`src/kbtr_pkg.sv`:
```
// kbtr_pkg: offsets, field positions, reset values and state type of the keyboard port trap
// assumes: used by kbtr_gate_seq and kbtr_legacy_kbd_trap through scoped names only
package kbtr_pkg;

    // register offsets on the byte-wide register port
    localparam logic [7:0] CFG_OFFSET = 8'hC0;
    localparam logic [7:0] STATUS_OFFSET = 8'hC4;

    // configuration register fields
    localparam int CFG_EN_P60_READ = 0;
    localparam int CFG_EN_P60_WRITE = 1;
    localparam int CFG_EN_P64_READ = 2;
    localparam int CFG_EN_P64_WRITE = 3;
    localparam int CFG_IRQ_TRAP_EN = 4;
    localparam int CFG_IRQ_ROUTE_EN = 5;
    localparam int CFG_PASSTHROUGH = 6;
    localparam int CFG_SEQ_END_EN = 7;
    localparam logic [7:0] CFG_RESET = 8'h00;
    localparam logic [7:0] CFG_WRITABLE = 8'hBF;

    // status register fields, same positions as their enables except seq end (bit 5, its enable is bit 7)
    localparam int ST_P60_READ = 0;
    localparam int ST_P60_WRITE = 1;
    localparam int ST_P64_READ = 2;
    localparam int ST_P64_WRITE = 3;
    localparam int ST_IRQ = 4;
    localparam int ST_SEQ_END = 5;
    localparam int ST_W = 6;
    localparam logic [5:0] ST_RESET = 6'h00;

    // command and data values of the gate sequence
    localparam logic [7:0] GATE_CMD = 8'hD1;
    localparam logic [7:0] GATE_END = 8'hFF;

    // read data for an unmapped offset
    localparam logic [7:0] RDATA_UNMAPPED = 8'h00;

    typedef enum logic [1:0] {
        GATE_IDLE,
        GATE_SEQ_FIRST,
        GATE_SEQ_SECOND
    } kbtr_gate_t;

endpackage

```
`src/kbtr_gate_seq.sv`:
```
// kbtr_gate_seq: recognises the address-line gate command sequence on ports 60h and 64h
// assumes: access_valid_i is a one-cycle pulse per decoded host cycle, synchronous to clk_i
`timescale 1ns/1ps
module kbtr_gate_seq (
    input wire logic clk_i,           // core clock
    input wire logic reset_i,         // synchronous reset, active high
    input wire logic access_valid_i,  // one decoded port access this cycle
    input wire logic access_port64_i, // 1: port 64h, 0: port 60h
    input wire logic access_write_i,  // 1: write, 0: read
    input wire logic [7:0] access_data_i, // write data of the access
    output logic force_pass_o,        // access passed untrapped
    output logic normal_trap_o,       // access follows its own enable
    output logic seq_end_o,           // sequence ended, seq end enable decides interrupt
    output logic passthrough_o        // pass-through state flag
);

    typedef struct packed {
        kbtr_pkg::kbtr_gate_t state;
    } kbtr_seq_state_t;

    kbtr_seq_state_t r;
    kbtr_seq_state_t next_r;

    logic wr60;
    logic rd60;
    logic wr64;
    logic rd64;

    assign wr60 = access_valid_i && !access_port64_i && access_write_i;
    assign rd60 = access_valid_i && !access_port64_i && !access_write_i;
    assign wr64 = access_valid_i && access_port64_i && access_write_i;
    assign rd64 = access_valid_i && access_port64_i && !access_write_i;

    always_comb begin
        next_r = r;
        force_pass_o = 1'b0;
        normal_trap_o = access_valid_i;
        seq_end_o = 1'b0;
        case (r.state)
            kbtr_pkg::GATE_IDLE: begin
                if (wr64 && access_data_i == kbtr_pkg::GATE_CMD) begin
                    force_pass_o = 1'b1;
                    normal_trap_o = 1'b0;
                    next_r.state = kbtr_pkg::GATE_SEQ_FIRST;
                end
                // any other access stays idle and follows its enable
            end
            kbtr_pkg::GATE_SEQ_FIRST: begin
                if (wr60) begin
                    force_pass_o = 1'b1;
                    normal_trap_o = 1'b0;
                    next_r.state = kbtr_pkg::GATE_SEQ_SECOND;
                end else if (wr64 && access_data_i == kbtr_pkg::GATE_CMD) begin
                    force_pass_o = 1'b1;
                    normal_trap_o = 1'b0;
                end else if (wr64 || rd60) begin
                    seq_end_o = 1'b1;
                    next_r.state = kbtr_pkg::GATE_IDLE;
                end
                // a port 64h read keeps the state
            end
            kbtr_pkg::GATE_SEQ_SECOND: begin
                if (wr64 && access_data_i == kbtr_pkg::GATE_END) begin
                    force_pass_o = 1'b1;
                    normal_trap_o = 1'b0;
                    seq_end_o = 1'b1;
                    next_r.state = kbtr_pkg::GATE_IDLE;
                end else if (wr64 || wr60 || rd60) begin
                    seq_end_o = 1'b1;
                    next_r.state = kbtr_pkg::GATE_IDLE;
                end
                // a port 64h read keeps the state
            end
            default: begin
                next_r.state = kbtr_pkg::GATE_IDLE;
            end
        endcase
    end

    // flag is 1 exactly while inside the sequence
    assign passthrough_o = (r.state != kbtr_pkg::GATE_IDLE);

    always_ff @(posedge clk_i) begin
        if (reset_i) begin
            r.state <= kbtr_pkg::GATE_IDLE;
        end else begin
            r <= next_r;
        end
    end

endmodule

```
`src/kbtr_legacy_kbd_trap.sv`:
```
// kbtr_legacy_kbd_trap: snoop and trap of host accesses to keyboard controller ports 60h/64h
// assumes: host cycle decode gives one valid pulse per access at least two cycles
// before the cycle may end; target ready is held off until TARGET_READY_O
//
// Notes on behaviour
// - each of port 60 read, port 60 write, port 64 read and port 64 write latches its own readable status bit.
// - status latches regardless of enable, and the interrupt is the OR of each status ANDed with its enable.
// - a trapped access drives the interrupt active before target ready may go active for that cycle.
// - the keyboard controller select is withheld for an enabled access unless the gate sequence passes it.
// - in idle a D1h write to port 64h passes through with no interrupt, enters the first gate state and sets the flag.
// - in idle every other access stays idle and follows enable bits 3, 2, 1 and 0 for 64W, 64R, 60W and 60R.
// - in the first gate state any port 60h write passes with no interrupt and enters the second gate state.
// - in the first gate state a repeated D1h write to port 64h passes with no interrupt and stays there.
// - in the first gate state another port 64h write returns to idle, clears the flag, follows bit 3, and bit 7 adds an interrupt.
// - in the first gate state a port 60h read returns to idle, clears the flag, follows bit 0, and bit 7 adds an interrupt.
// - in either gate state a port 64h read keeps state and flag and interrupts only if bit 2 is set.
// - in the second gate state an FFh write to port 64h passes, returns to idle, clears the flag, and bit 7 decides the interrupt.
// - in the second gate state any other write or a port 60h read returns to idle, clears the flag, follows its bit, and bit 7 adds an interrupt.
`timescale 1ns/1ps
module kbtr_legacy_kbd_trap #(
    parameter int ADDR_W = 8,  // register port address width
    parameter int DATA_W = 8   // register port data width
) (
    input wire logic CORE_CLK_I,         // core clock, 100 MHz
    input wire logic RESET_I,            // synchronous reset, active high
    input wire logic ACCESS_VALID_I,     // one-cycle pulse per decoded port access
    input wire logic ACCESS_PORT64_I,    // 1: port 64h, 0: port 60h
    input wire logic ACCESS_WRITE_I,     // 1: write, 0: read
    input wire logic [7:0] ACCESS_DATA_I, // host write data
    input wire logic USB_IRQ_I,          // host controller interrupt request, level
    input wire logic [ADDR_W-1:0] REG_ADDR_I, // register address
    input wire logic [DATA_W-1:0] REG_WDATA_I, // register write data
    input wire logic REG_WR_I,           // register write strobe
    input wire logic REG_RD_I,           // register read strobe
    output logic [DATA_W-1:0] REG_RDATA_O, // read data, cycle after strobe
    output logic KBC_CS_N_O,             // keyboard controller select, active low pulse
    output logic TARGET_READY_O,         // cycle may complete, one-cycle pulse
    output logic SYSTEM_MGMT_INTERRUPT_N_O, // management interrupt, active low level
    output logic SHARED_IRQ_LINE_D_N_O,  // shared interrupt line, active low level
    output logic PASSTHROUGH_STATE_FLAG_O // pass-through flag
);

    // refuse widths the byte-wide register map cannot serve
    if (DATA_W != 8) begin : g_bad_data_w
        $error("kbtr_legacy_kbd_trap: DATA_W must be 8");
    end
    if (ADDR_W < 8) begin : g_bad_addr_w
        $error("kbtr_legacy_kbd_trap: ADDR_W must be at least 8");
    end

    typedef struct packed {
        logic [7:0] cfg;
        logic [kbtr_pkg::ST_W-1:0] status;
        logic [DATA_W-1:0] rdata;
        logic cs_n;
        logic ready_wait;
        logic ready;
        logic smi_n;
        logic irq_n;
        logic flag;
    } kbtr_trap_state_t;

    kbtr_trap_state_t r;
    kbtr_trap_state_t next_r;

    logic force_pass;
    logic normal_trap;
    logic seq_end;
    logic passthrough;

    kbtr_gate_seq u_gate_seq (
        .clk_i(CORE_CLK_I),
        .reset_i(RESET_I),
        .access_valid_i(ACCESS_VALID_I),
        .access_port64_i(ACCESS_PORT64_I),
        .access_write_i(ACCESS_WRITE_I),
        .access_data_i(ACCESS_DATA_I),
        .force_pass_o(force_pass),
        .normal_trap_o(normal_trap),
        .seq_end_o(seq_end),
        .passthrough_o(passthrough)
    );

    // one-hot kind of an access, bit positions match enables and status
    function automatic logic [3:0] access_kind(input logic valid, input logic port64,
                                               input logic write);
        logic [3:0] kind;
        kind = 4'h0;
        if (valid) begin
            kind[kbtr_pkg::ST_P60_READ] = !port64 && !write;
            kind[kbtr_pkg::ST_P60_WRITE] = !port64 && write;
            kind[kbtr_pkg::ST_P64_READ] = port64 && !write;
            kind[kbtr_pkg::ST_P64_WRITE] = port64 && write;
        end
        return kind;
    endfunction

    // enables of the status bits, laid out like the status register
    function automatic logic [kbtr_pkg::ST_W-1:0] status_mask(input logic [7:0] cfg);
        logic [kbtr_pkg::ST_W-1:0] m;
        m = '0;
        m[kbtr_pkg::ST_P60_READ] = cfg[kbtr_pkg::CFG_EN_P60_READ];
        m[kbtr_pkg::ST_P60_WRITE] = cfg[kbtr_pkg::CFG_EN_P60_WRITE];
        m[kbtr_pkg::ST_P64_READ] = cfg[kbtr_pkg::CFG_EN_P64_READ];
        m[kbtr_pkg::ST_P64_WRITE] = cfg[kbtr_pkg::CFG_EN_P64_WRITE];
        m[kbtr_pkg::ST_IRQ] = cfg[kbtr_pkg::CFG_IRQ_TRAP_EN];
        m[kbtr_pkg::ST_SEQ_END] = cfg[kbtr_pkg::CFG_SEQ_END_EN];
        return m;
    endfunction

    logic [3:0] kind;
    logic [3:0] kind_en;
    logic [kbtr_pkg::ST_W-1:0] set_bits;
    logic [kbtr_pkg::ST_W-1:0] clr_bits;
    logic hit_cfg;
    logic hit_status;

    assign kind = access_kind(ACCESS_VALID_I, ACCESS_PORT64_I, ACCESS_WRITE_I);
    assign kind_en = r.cfg[3:0];
    assign hit_cfg = (REG_ADDR_I[7:0] == kbtr_pkg::CFG_OFFSET) && (REG_ADDR_I >> 8) == '0;
    assign hit_status = (REG_ADDR_I[7:0] == kbtr_pkg::STATUS_OFFSET) && (REG_ADDR_I >> 8) == '0;

    always_comb begin
        next_r = r;
        set_bits = '0;
        clr_bits = '0;

        // access kind status latches whenever normal handling applies
        if (normal_trap) begin
            set_bits[3:0] = kind;
        end
        if (seq_end) begin
            set_bits[kbtr_pkg::ST_SEQ_END] = 1'b1;
        end
        if (USB_IRQ_I) begin
            set_bits[kbtr_pkg::ST_IRQ] = 1'b1;
        end

        // register writes
        if (REG_WR_I && hit_cfg) begin
            next_r.cfg = REG_WDATA_I & kbtr_pkg::CFG_WRITABLE;
        end
        if (REG_WR_I && hit_status) begin
            clr_bits = REG_WDATA_I[kbtr_pkg::ST_W-1:0];
        end
        // a new event in the clearing cycle is kept
        next_r.status = (r.status & ~clr_bits) | set_bits;

        // read data, only in the cycle after the strobe
        next_r.rdata = '0;
        if (REG_RD_I) begin
            if (hit_cfg) begin
                next_r.rdata = r.cfg;
                next_r.rdata[kbtr_pkg::CFG_PASSTHROUGH] = passthrough;
            end else if (hit_status) begin
                next_r.rdata = {{(DATA_W - kbtr_pkg::ST_W){1'b0}}, r.status};
            end else begin
                next_r.rdata = kbtr_pkg::RDATA_UNMAPPED;
            end
        end

        // select goes active for passed accesses only
        next_r.cs_n = !(ACCESS_VALID_I
                        && (force_pass || (normal_trap && !(|(kind & kind_en)))));

        // interrupt from latched status gated by enables
        next_r.smi_n = !(|(next_r.status & status_mask(next_r.cfg)));
        next_r.irq_n = !(next_r.status[kbtr_pkg::ST_IRQ]
                         && next_r.cfg[kbtr_pkg::CFG_IRQ_ROUTE_EN]);

        // target ready a cycle after the interrupt is already driven
        next_r.ready_wait = ACCESS_VALID_I;
        next_r.ready = r.ready_wait;

        next_r.flag = passthrough;
    end

    always_ff @(posedge CORE_CLK_I) begin
        if (RESET_I) begin
            r.cfg <= kbtr_pkg::CFG_RESET;
            r.status <= kbtr_pkg::ST_RESET;
            r.rdata <= '0;
            r.cs_n <= 1'b1;
            r.ready_wait <= 1'b0;
            r.ready <= 1'b0;
            r.smi_n <= 1'b1;
            r.irq_n <= 1'b1;
            r.flag <= 1'b0;
        end else begin
            r <= next_r;
        end
    end

    assign REG_RDATA_O = r.rdata;
    assign KBC_CS_N_O = r.cs_n;
    assign TARGET_READY_O = r.ready;
    assign SYSTEM_MGMT_INTERRUPT_N_O = r.smi_n;
    assign SHARED_IRQ_LINE_D_N_O = r.irq_n;
    assign PASSTHROUGH_STATE_FLAG_O = r.flag;

endmodule

```
`config.mk`:
```
export PLATFORM = sky130hd
export DESIGN_NAME = kbtr_legacy_kbd_trap
export DESIGN_NICKNAME = d
export VERILOG_FILES = /design/src/kbtr_pkg.sv /design/src/kbtr_gate_seq.sv /design/src/kbtr_legacy_kbd_trap.sv
export SDC_FILE = /design/constraint.sdc
export NUM_CORES = 1
export LEC_CHECK = 0
export BUFFER_PORTS_ARGS = -buffer_cell sky130_fd_sc_hd__buf_2
export CORE_MARGIN = 2
export CORE_UTILIZATION = 45
export CTS_BUF_LIST = sky130_fd_sc_hd__clkbuf_8
export DETAILED_ROUTE_END_ITERATION = 6
export GPL_TIMING_DRIVEN = 0
export PLACE_DENSITY_LB_ADDON = 0.1
export RECOVER_POWER = 25
export SLEW_MARGIN = 10
export SYNTH_ARGS = -nofsm -noshare
export SYNTH_HDL_FRONTEND = slang
export SYNTH_SLANG_ARGS = --single-unit
```
`constraint.sdc`:
```
create_clock -name CORE_CLK_I -period 3.87 [get_ports CORE_CLK_I]
set_input_delay 0.1935 -clock CORE_CLK_I [delete_from_list [all_inputs] [get_ports CORE_CLK_I]]
set_output_delay 0.1935 -clock CORE_CLK_I [all_outputs]
set_load 0.01 [all_outputs]
```
# Word level (Yosys, flattened, before mapping)
# Index checks and enable logic that the tools add are counted.
# totals
reg_bits,29
inputBits,32
output_inout_bits,13
wordCells,87
# classes
n_eq_ne,10
muxes,29
n_bitwise,6
n_reduce_logical,32
# ops
operator,count
"8-bit equality test, second input constant",4
1-bit logical AND,16
8-bit 2-to-1 mux,2
1-bit 2-to-1 mux,13
6-bit AND,2
2-bit 2-to-1 mux,6
6-bit 2-to-1 mux,2
4-bit 2-to-1 mux,2
1-bit zero test,6
"3-bit by 1-bit inequality test with 1-bit output, second input constant",2
6-bit inverter,1
6-bit OR,1
1-bit one-hot mux with 3 select lines,2
2-bit one-hot mux with 3 select lines,1
6-bit OR reduction,1
4-bit AND,1
1-bit logical OR,4
4-bit AND reduction,1
4-bit OR reduction,1
"3-bit by 2-bit inequality test with 1-bit output, second input constant",1
"2-bit by 1-bit equality test with 1-bit output, second input constant",1
"2-bit equality test, second input constant",1
2-bit zero test,1
"2-bit by 1-bit inequality test with 1-bit output, second input constant",1
other kinds (4),4

# Depth between registers and ports, before layout
# depth
word_depth,13
mapped_depth,8
depth_no_buf,7

# Cells and area by module
# Synthesis repeated with hierarchy kept, for this count alone.
# hier_totals
cells_unflattened,189
hier_area_um2,1586.5
# modules_own_cells
module,instances,cells_each,area_per_inst_um2,seq_area_each_um2
kbtr_legacy_kbd_trap,1,145,1252.5,540.5
kbtr_gate_seq,1,44,334.1,40.0

# Least setup slack after synthesis
# Ideal clock, no wire load.
# synth_path
path_kind,reg-to-reg
start,reg u_gate_seq.r[1] in the netlist's numbering
end,"reg r, in the netlist SYSTEM_MGMT_INTERRUPT_N_O"
setup_time_ns,0.096
t_arrival_ns,1.513
required_time_ns,3.774
setup_slack_ns,2.261
path_stages_with_launch,9
n_path_buf,1
synth_period_minus_slack_ns,1.609
cell_sequence,dfxtp_1 -> inv_1 -> ha_1 -> clkbuf_1 -> nor2_1 -> a21oi_1 -> a32oi_1 -> o22ai_1 -> o41ai_2
# synth_between
elab_chain_cells,7
elab_cells_between_ends,11
cone_classes,2 x eq/ne; 4 x mux; 2 x bitwise; 3 x reduce/logical
# synth_rtl
element,line_no,rtl
"start, declared",kbtr_gate_seq.sv:21,kbtr_seq_state_t r;
"start signal, assigned",kbtr_gate_seq.sv:87,r <= next_r;
2-bit equality test (tied with other cells),kbtr_gate_seq.sv:39,case (r.state)
1-bit one-hot mux with 3 select lines or 1-bit one-hot mux with 2 select lines (tied branches),kbtr_gate_seq.sv:39,
4-bit 2-to-1 mux or 1-bit 2-to-1 mux (tied branches),"kbtr_legacy_kbd_trap.sv:129, kbtr_legacy_kbd_trap.sv:132",
6-bit OR *,kbtr_legacy_kbd_trap.sv:147,next_r.status = (r.status & ~clr_bits) | set_bits;
6-bit AND *,kbtr_legacy_kbd_trap.sv:167,next_r.smi_n = !(|(next_r.status & status_mask(next_r.cfg)));
6-bit OR reduction *,kbtr_legacy_kbd_trap.sv:167,
1-bit zero test *,kbtr_legacy_kbd_trap.sv:167,
"end signal, assigned",kbtr_legacy_kbd_trap.sv:190,r <= next_r;
"end, declared",kbtr_legacy_kbd_trap.sv:63,kbtr_trap_state_t r;
# Mark *: on every way between the ends. The rest lies on a longest branch, timed or not.
# A chain may end at the register's enable or synchronous reset.

# Worst setup path in the final report
# layout_path
start,reg u_gate_seq.r[0] in the netlist's numbering
end,"reg r, in the netlist SYSTEM_MGMT_INTERRUPT_N_O"
# The elaborated chain is that of the path after synthesis.

==> results by group <==
Run status
  – Status: finished, final reports clean

Timing
  – Worst slew pin tran: 547.6 ps
  – Final min period: 1891 ps
  – Final critical-path share of the clock period: 0.4887
  – Unrepaired setup endpoints after global routing: false
  – Final hold violation count: 0
  – FMAX: 528.8 MHz
  – Final setup skew: 6.551 ps
  – Max-slew violations: 0
  – Final WS setup: 1979 ps
  – Max_slew headroom: 0.6349
  – TNS Setup: 0 ps
  – Final setup violation count: 0

Logic synthesis
  – Ys Warns: 0
  – Post-Syn Area per Cell: 9.455 um2
  – Dominant synthesized flop cell: dfxtp_1
  – Synth area leader: dfxtp_1
  – Synth cell types: 44
  – Yosys top cell area share: 0.3886
  – Top cells by area, synth: dfxtp_1 (39%), nor2_1 (5.3%), mux2i_1 (4.7%)
  – Synth Net Count: 194
  – Async set-or-reset flop fraction in the synthesized netlist: 0
  – Syn Inst Count: 158
  – Post-Syn Area: 0.001494 mm2
  – Post-synth EDFFs: 0
  – Register bit count reported by yosys: 29
  – Register area share after synthesis: 0.3886

Setup path
  – Critical path startpoint category: register
  – Kind of capture point of the worst setup path: register
  – Critical path class: register to register
  – Family with the most delay on the worst path: compound AO/OA/AOI/OAI gates
  – CP Launch Point: u_gate_seq.r[0]
  – FF-to-FF Start: u_gate_seq.r[0]
  – CP Buf/Inv Count: 2
  – Required @ worst endpoint: 4060 ps
  – Critical path, cell by cell: inv_1, ha_1, clkbuf_1, nor2_1, a21oi_1, a32oi_1, o22ai_1, o41ai_2
  – Worst path arrival time: 2080 ps
  – Highest-delay cell along the critical path: dfxtp_1
  – Crit-path max cell delay: 380 ps
  – Worst-path maximum fanout: 8

Power
  – Worst VDD drop: 0.1923 mV
  – Gate power share: 0.086
  – Sw Pwr: 144.5 uW
  – Clock share of power: 0.400
  – Sequential Power Share: 0.515
  – P per Cell Area: 323.3 mW/mm2
  – Leak Pwr: 0.8000 nW
  – Int Pwr: 448.5 uW
  – Sw Share: 0.2437

Route
  – Iteration-0 DRC Markers: 46
  – WL final: 3412 um
  – Via count: 1364
  – TritonRoute pass-1 iters: 5
  – Antenna-violating nets left: 0
  – Avg Vias per Cell: 5.413
  – Wirelength per Cell: 13.54 um
  – Residual DRC: 0

Job
  – Max Cap Viol: 0

Clock tree
  – Worst skew pair latency: 280 ps
  – Reg clk slew, reported paths: 70 ps
  – Root Buffer: clkbuf_8
  – Clock sinks: 29
  – Htree depth: 2
  – Post_cts resized: 0
  – CTS buffer count: 5
  – Number of setup buffers added after CTS: 0
  – CTS Buffer Depth: 2
  – Hold Buf Count CTS: 0
  – CTS tree: yes

Place
  – GPL Wtd Cong: 0.8994
  – Place WS: 2006 ps
  – Port bufs: 42
  – Post-DP HPWL: 2582 um

GRT
  – Gr busiest metal: met2
  – GRT overflow: 0
  – Vias in the first global route: 1228
  – Pin count of the biggest net entering global routing: 11
  – GRT Overall Usage: 0.1998
  – Initial antenna violation count: 0
  – Routing usage on met1: 0.2519
  – First-pass GRT wire length: 5492 um
  – M3 GR Usage: 0.04832
  – Met2 usage: 0.3203

Final layout
  – Final net count: 243
  – Fill cells: 311
  – Area Overhead vs Synth: 22.78%
  – Fraction of layout cells with a size suffix above 1: 0.2933
  – Diode count: 0

Floorplanning
  – DIE WIDTH: 61.62 um
  – Io pins: 45
  – Die area: 0.003797 mm2
  – Starting Density: 0.4815
  – Core area: 0.003103 mm2
  – Vert. Die Dim: 61.62 um
  – Std-Cell Rows: 20

Min path
  – Worst Hold Launch: USB_IRQ_I
  – HP Class: input port to register
-- final cells by class --
type	count	area (um2)	share of cell area
tap	44	55.05	0.03001
inverter	9	33.78	0.01842
multi-input combinational	104	783.3	0.4270
clock buffer	5	68.82	0.03752
sequential	29	580.6	0.3165
timing repair buffer	42	198.9	0.1085
buffer	16	96.34	0.05252
clock inverter	3	17.52	0.009550
-- cells in the mapped netlist (all sizes together) (2+ instances only) --
library cell,number
nor2,21
a31oi,2
and3,2
nand2b,2
a21oi,8
buf,11
nor3,2
dfxtp,29
a41oi,4
or3,2
clkbuf,5
and2,2
nand2,3
o21ai,4
nor4,2
nand4,6
ha,4
inv,9
a32oi,2
nand3b,2
nor2b,3
mux2i,7
nand3,3
o22ai,2
and4,2
a22o,6
-- layout by cell type (no fill, tap or decap), drive strengths merged, types with 3 or more instances in the layout --
cell and instances:
ha 4, inv 9, o21ai 4, a41oi 4
nand4 6, dfxtp 29, a22o 6, nand2 3
clkbuf 19, buf 44, nand3 3, a21oi 8
nor2b 3, nor2 21, mux2i 7
-- state kept, by name, indices dropped and copies added (netlist names), 2 cells and up --
| name | cells |
|---|---|
| kind_en | 4 |
| REG_RDATA_O | 8 |
| r | 9 |
| u_gate_seq.r | 2 |
-- worst reg2reg max path, stage by stage, from the launching register on --
cell and delay, ps:
dfxtp_1 380, inv_1 90, ha_1 200, clkbuf_1 210, nor2_1 160, a21oi_1 100, a32oi_1 250, o22ai_1 150
o41ai_2 270
-- power groups by stage --
| stage | clock, mW | sequential [mW] | combinational [mW] |
|---|---|---|---|
| 6_report | 0.237 | 0.305 | 0.0508 |
| 5_1_grt | 0.256 | 0.305 | 0.0558 |
| 4_1_cts | 0.242 | 0.305 | 0.0511 |
| 3_5_place_dp | 0 | 0.312 | 0.0510 |
| 3_3_place_gp | 0 | 0.311 | 0.0497 |
| 2_1_floorplan | 0 | 0.312 | 0.0225 |
-- logic make-up (layout without fill, tap and decap cells) --
| kind of cell | count (synthesis) | in the layout | share of synthesized area |
|---|---|---|---|
| flops | 29 | 29 | 0.3886 |
| compound gates | 36 | 36 | 0.1876 |
| buf+inv | 25 | 75 | 0.08709 |
| fa+ha+maj | 4 | 4 | 0.03350 |
| mux | 8 | 8 | 0.06198 |
| simple gates | 56 | 56 | 0.2412 |
-- final timing paths --
check / end / slack, ps / depth (start not counted)
setup / recovery: SYSTEM_MGMT_INTERRUPT_N_O / 1980 / 8
hold / removal: r[18] / 150 / 3
setup reg to reg: SYSTEM_MGMT_INTERRUPT_N_O / 1980 / 8
hold reg to reg: TARGET_READY_O / 440 / 1
-- metal layers --
layer | vias up | wire length [um] | part of all wire
li1 | 665 | - | -
met1 | 643 | 1545 | 0.45
met2 | 49 | 1566 | 0.46
met3 | 7 | 229 | 0.067
met4 | 0 | 71 | 0.021
met5 | - | 0 | 0
-- through the flow --
step	hold WS, ps	std cells	util	power, mW	cell area [um2]
3_5_place_dp	413.4	244	0.5669	0.3627	1759
5_1_grt	159.6	252	0.5911	0.6168	1834
6_report	154.1	252	0.5911	0.5930	1834
3_3_place_gp	402.3	244	0.5669	0.3611	1759
2_1_floorplan	295.0	158	-	0.3342	1494
4_1_cts	130.3	252	0.5948	0.5978	1846
(Power assumes the default switching activity.)
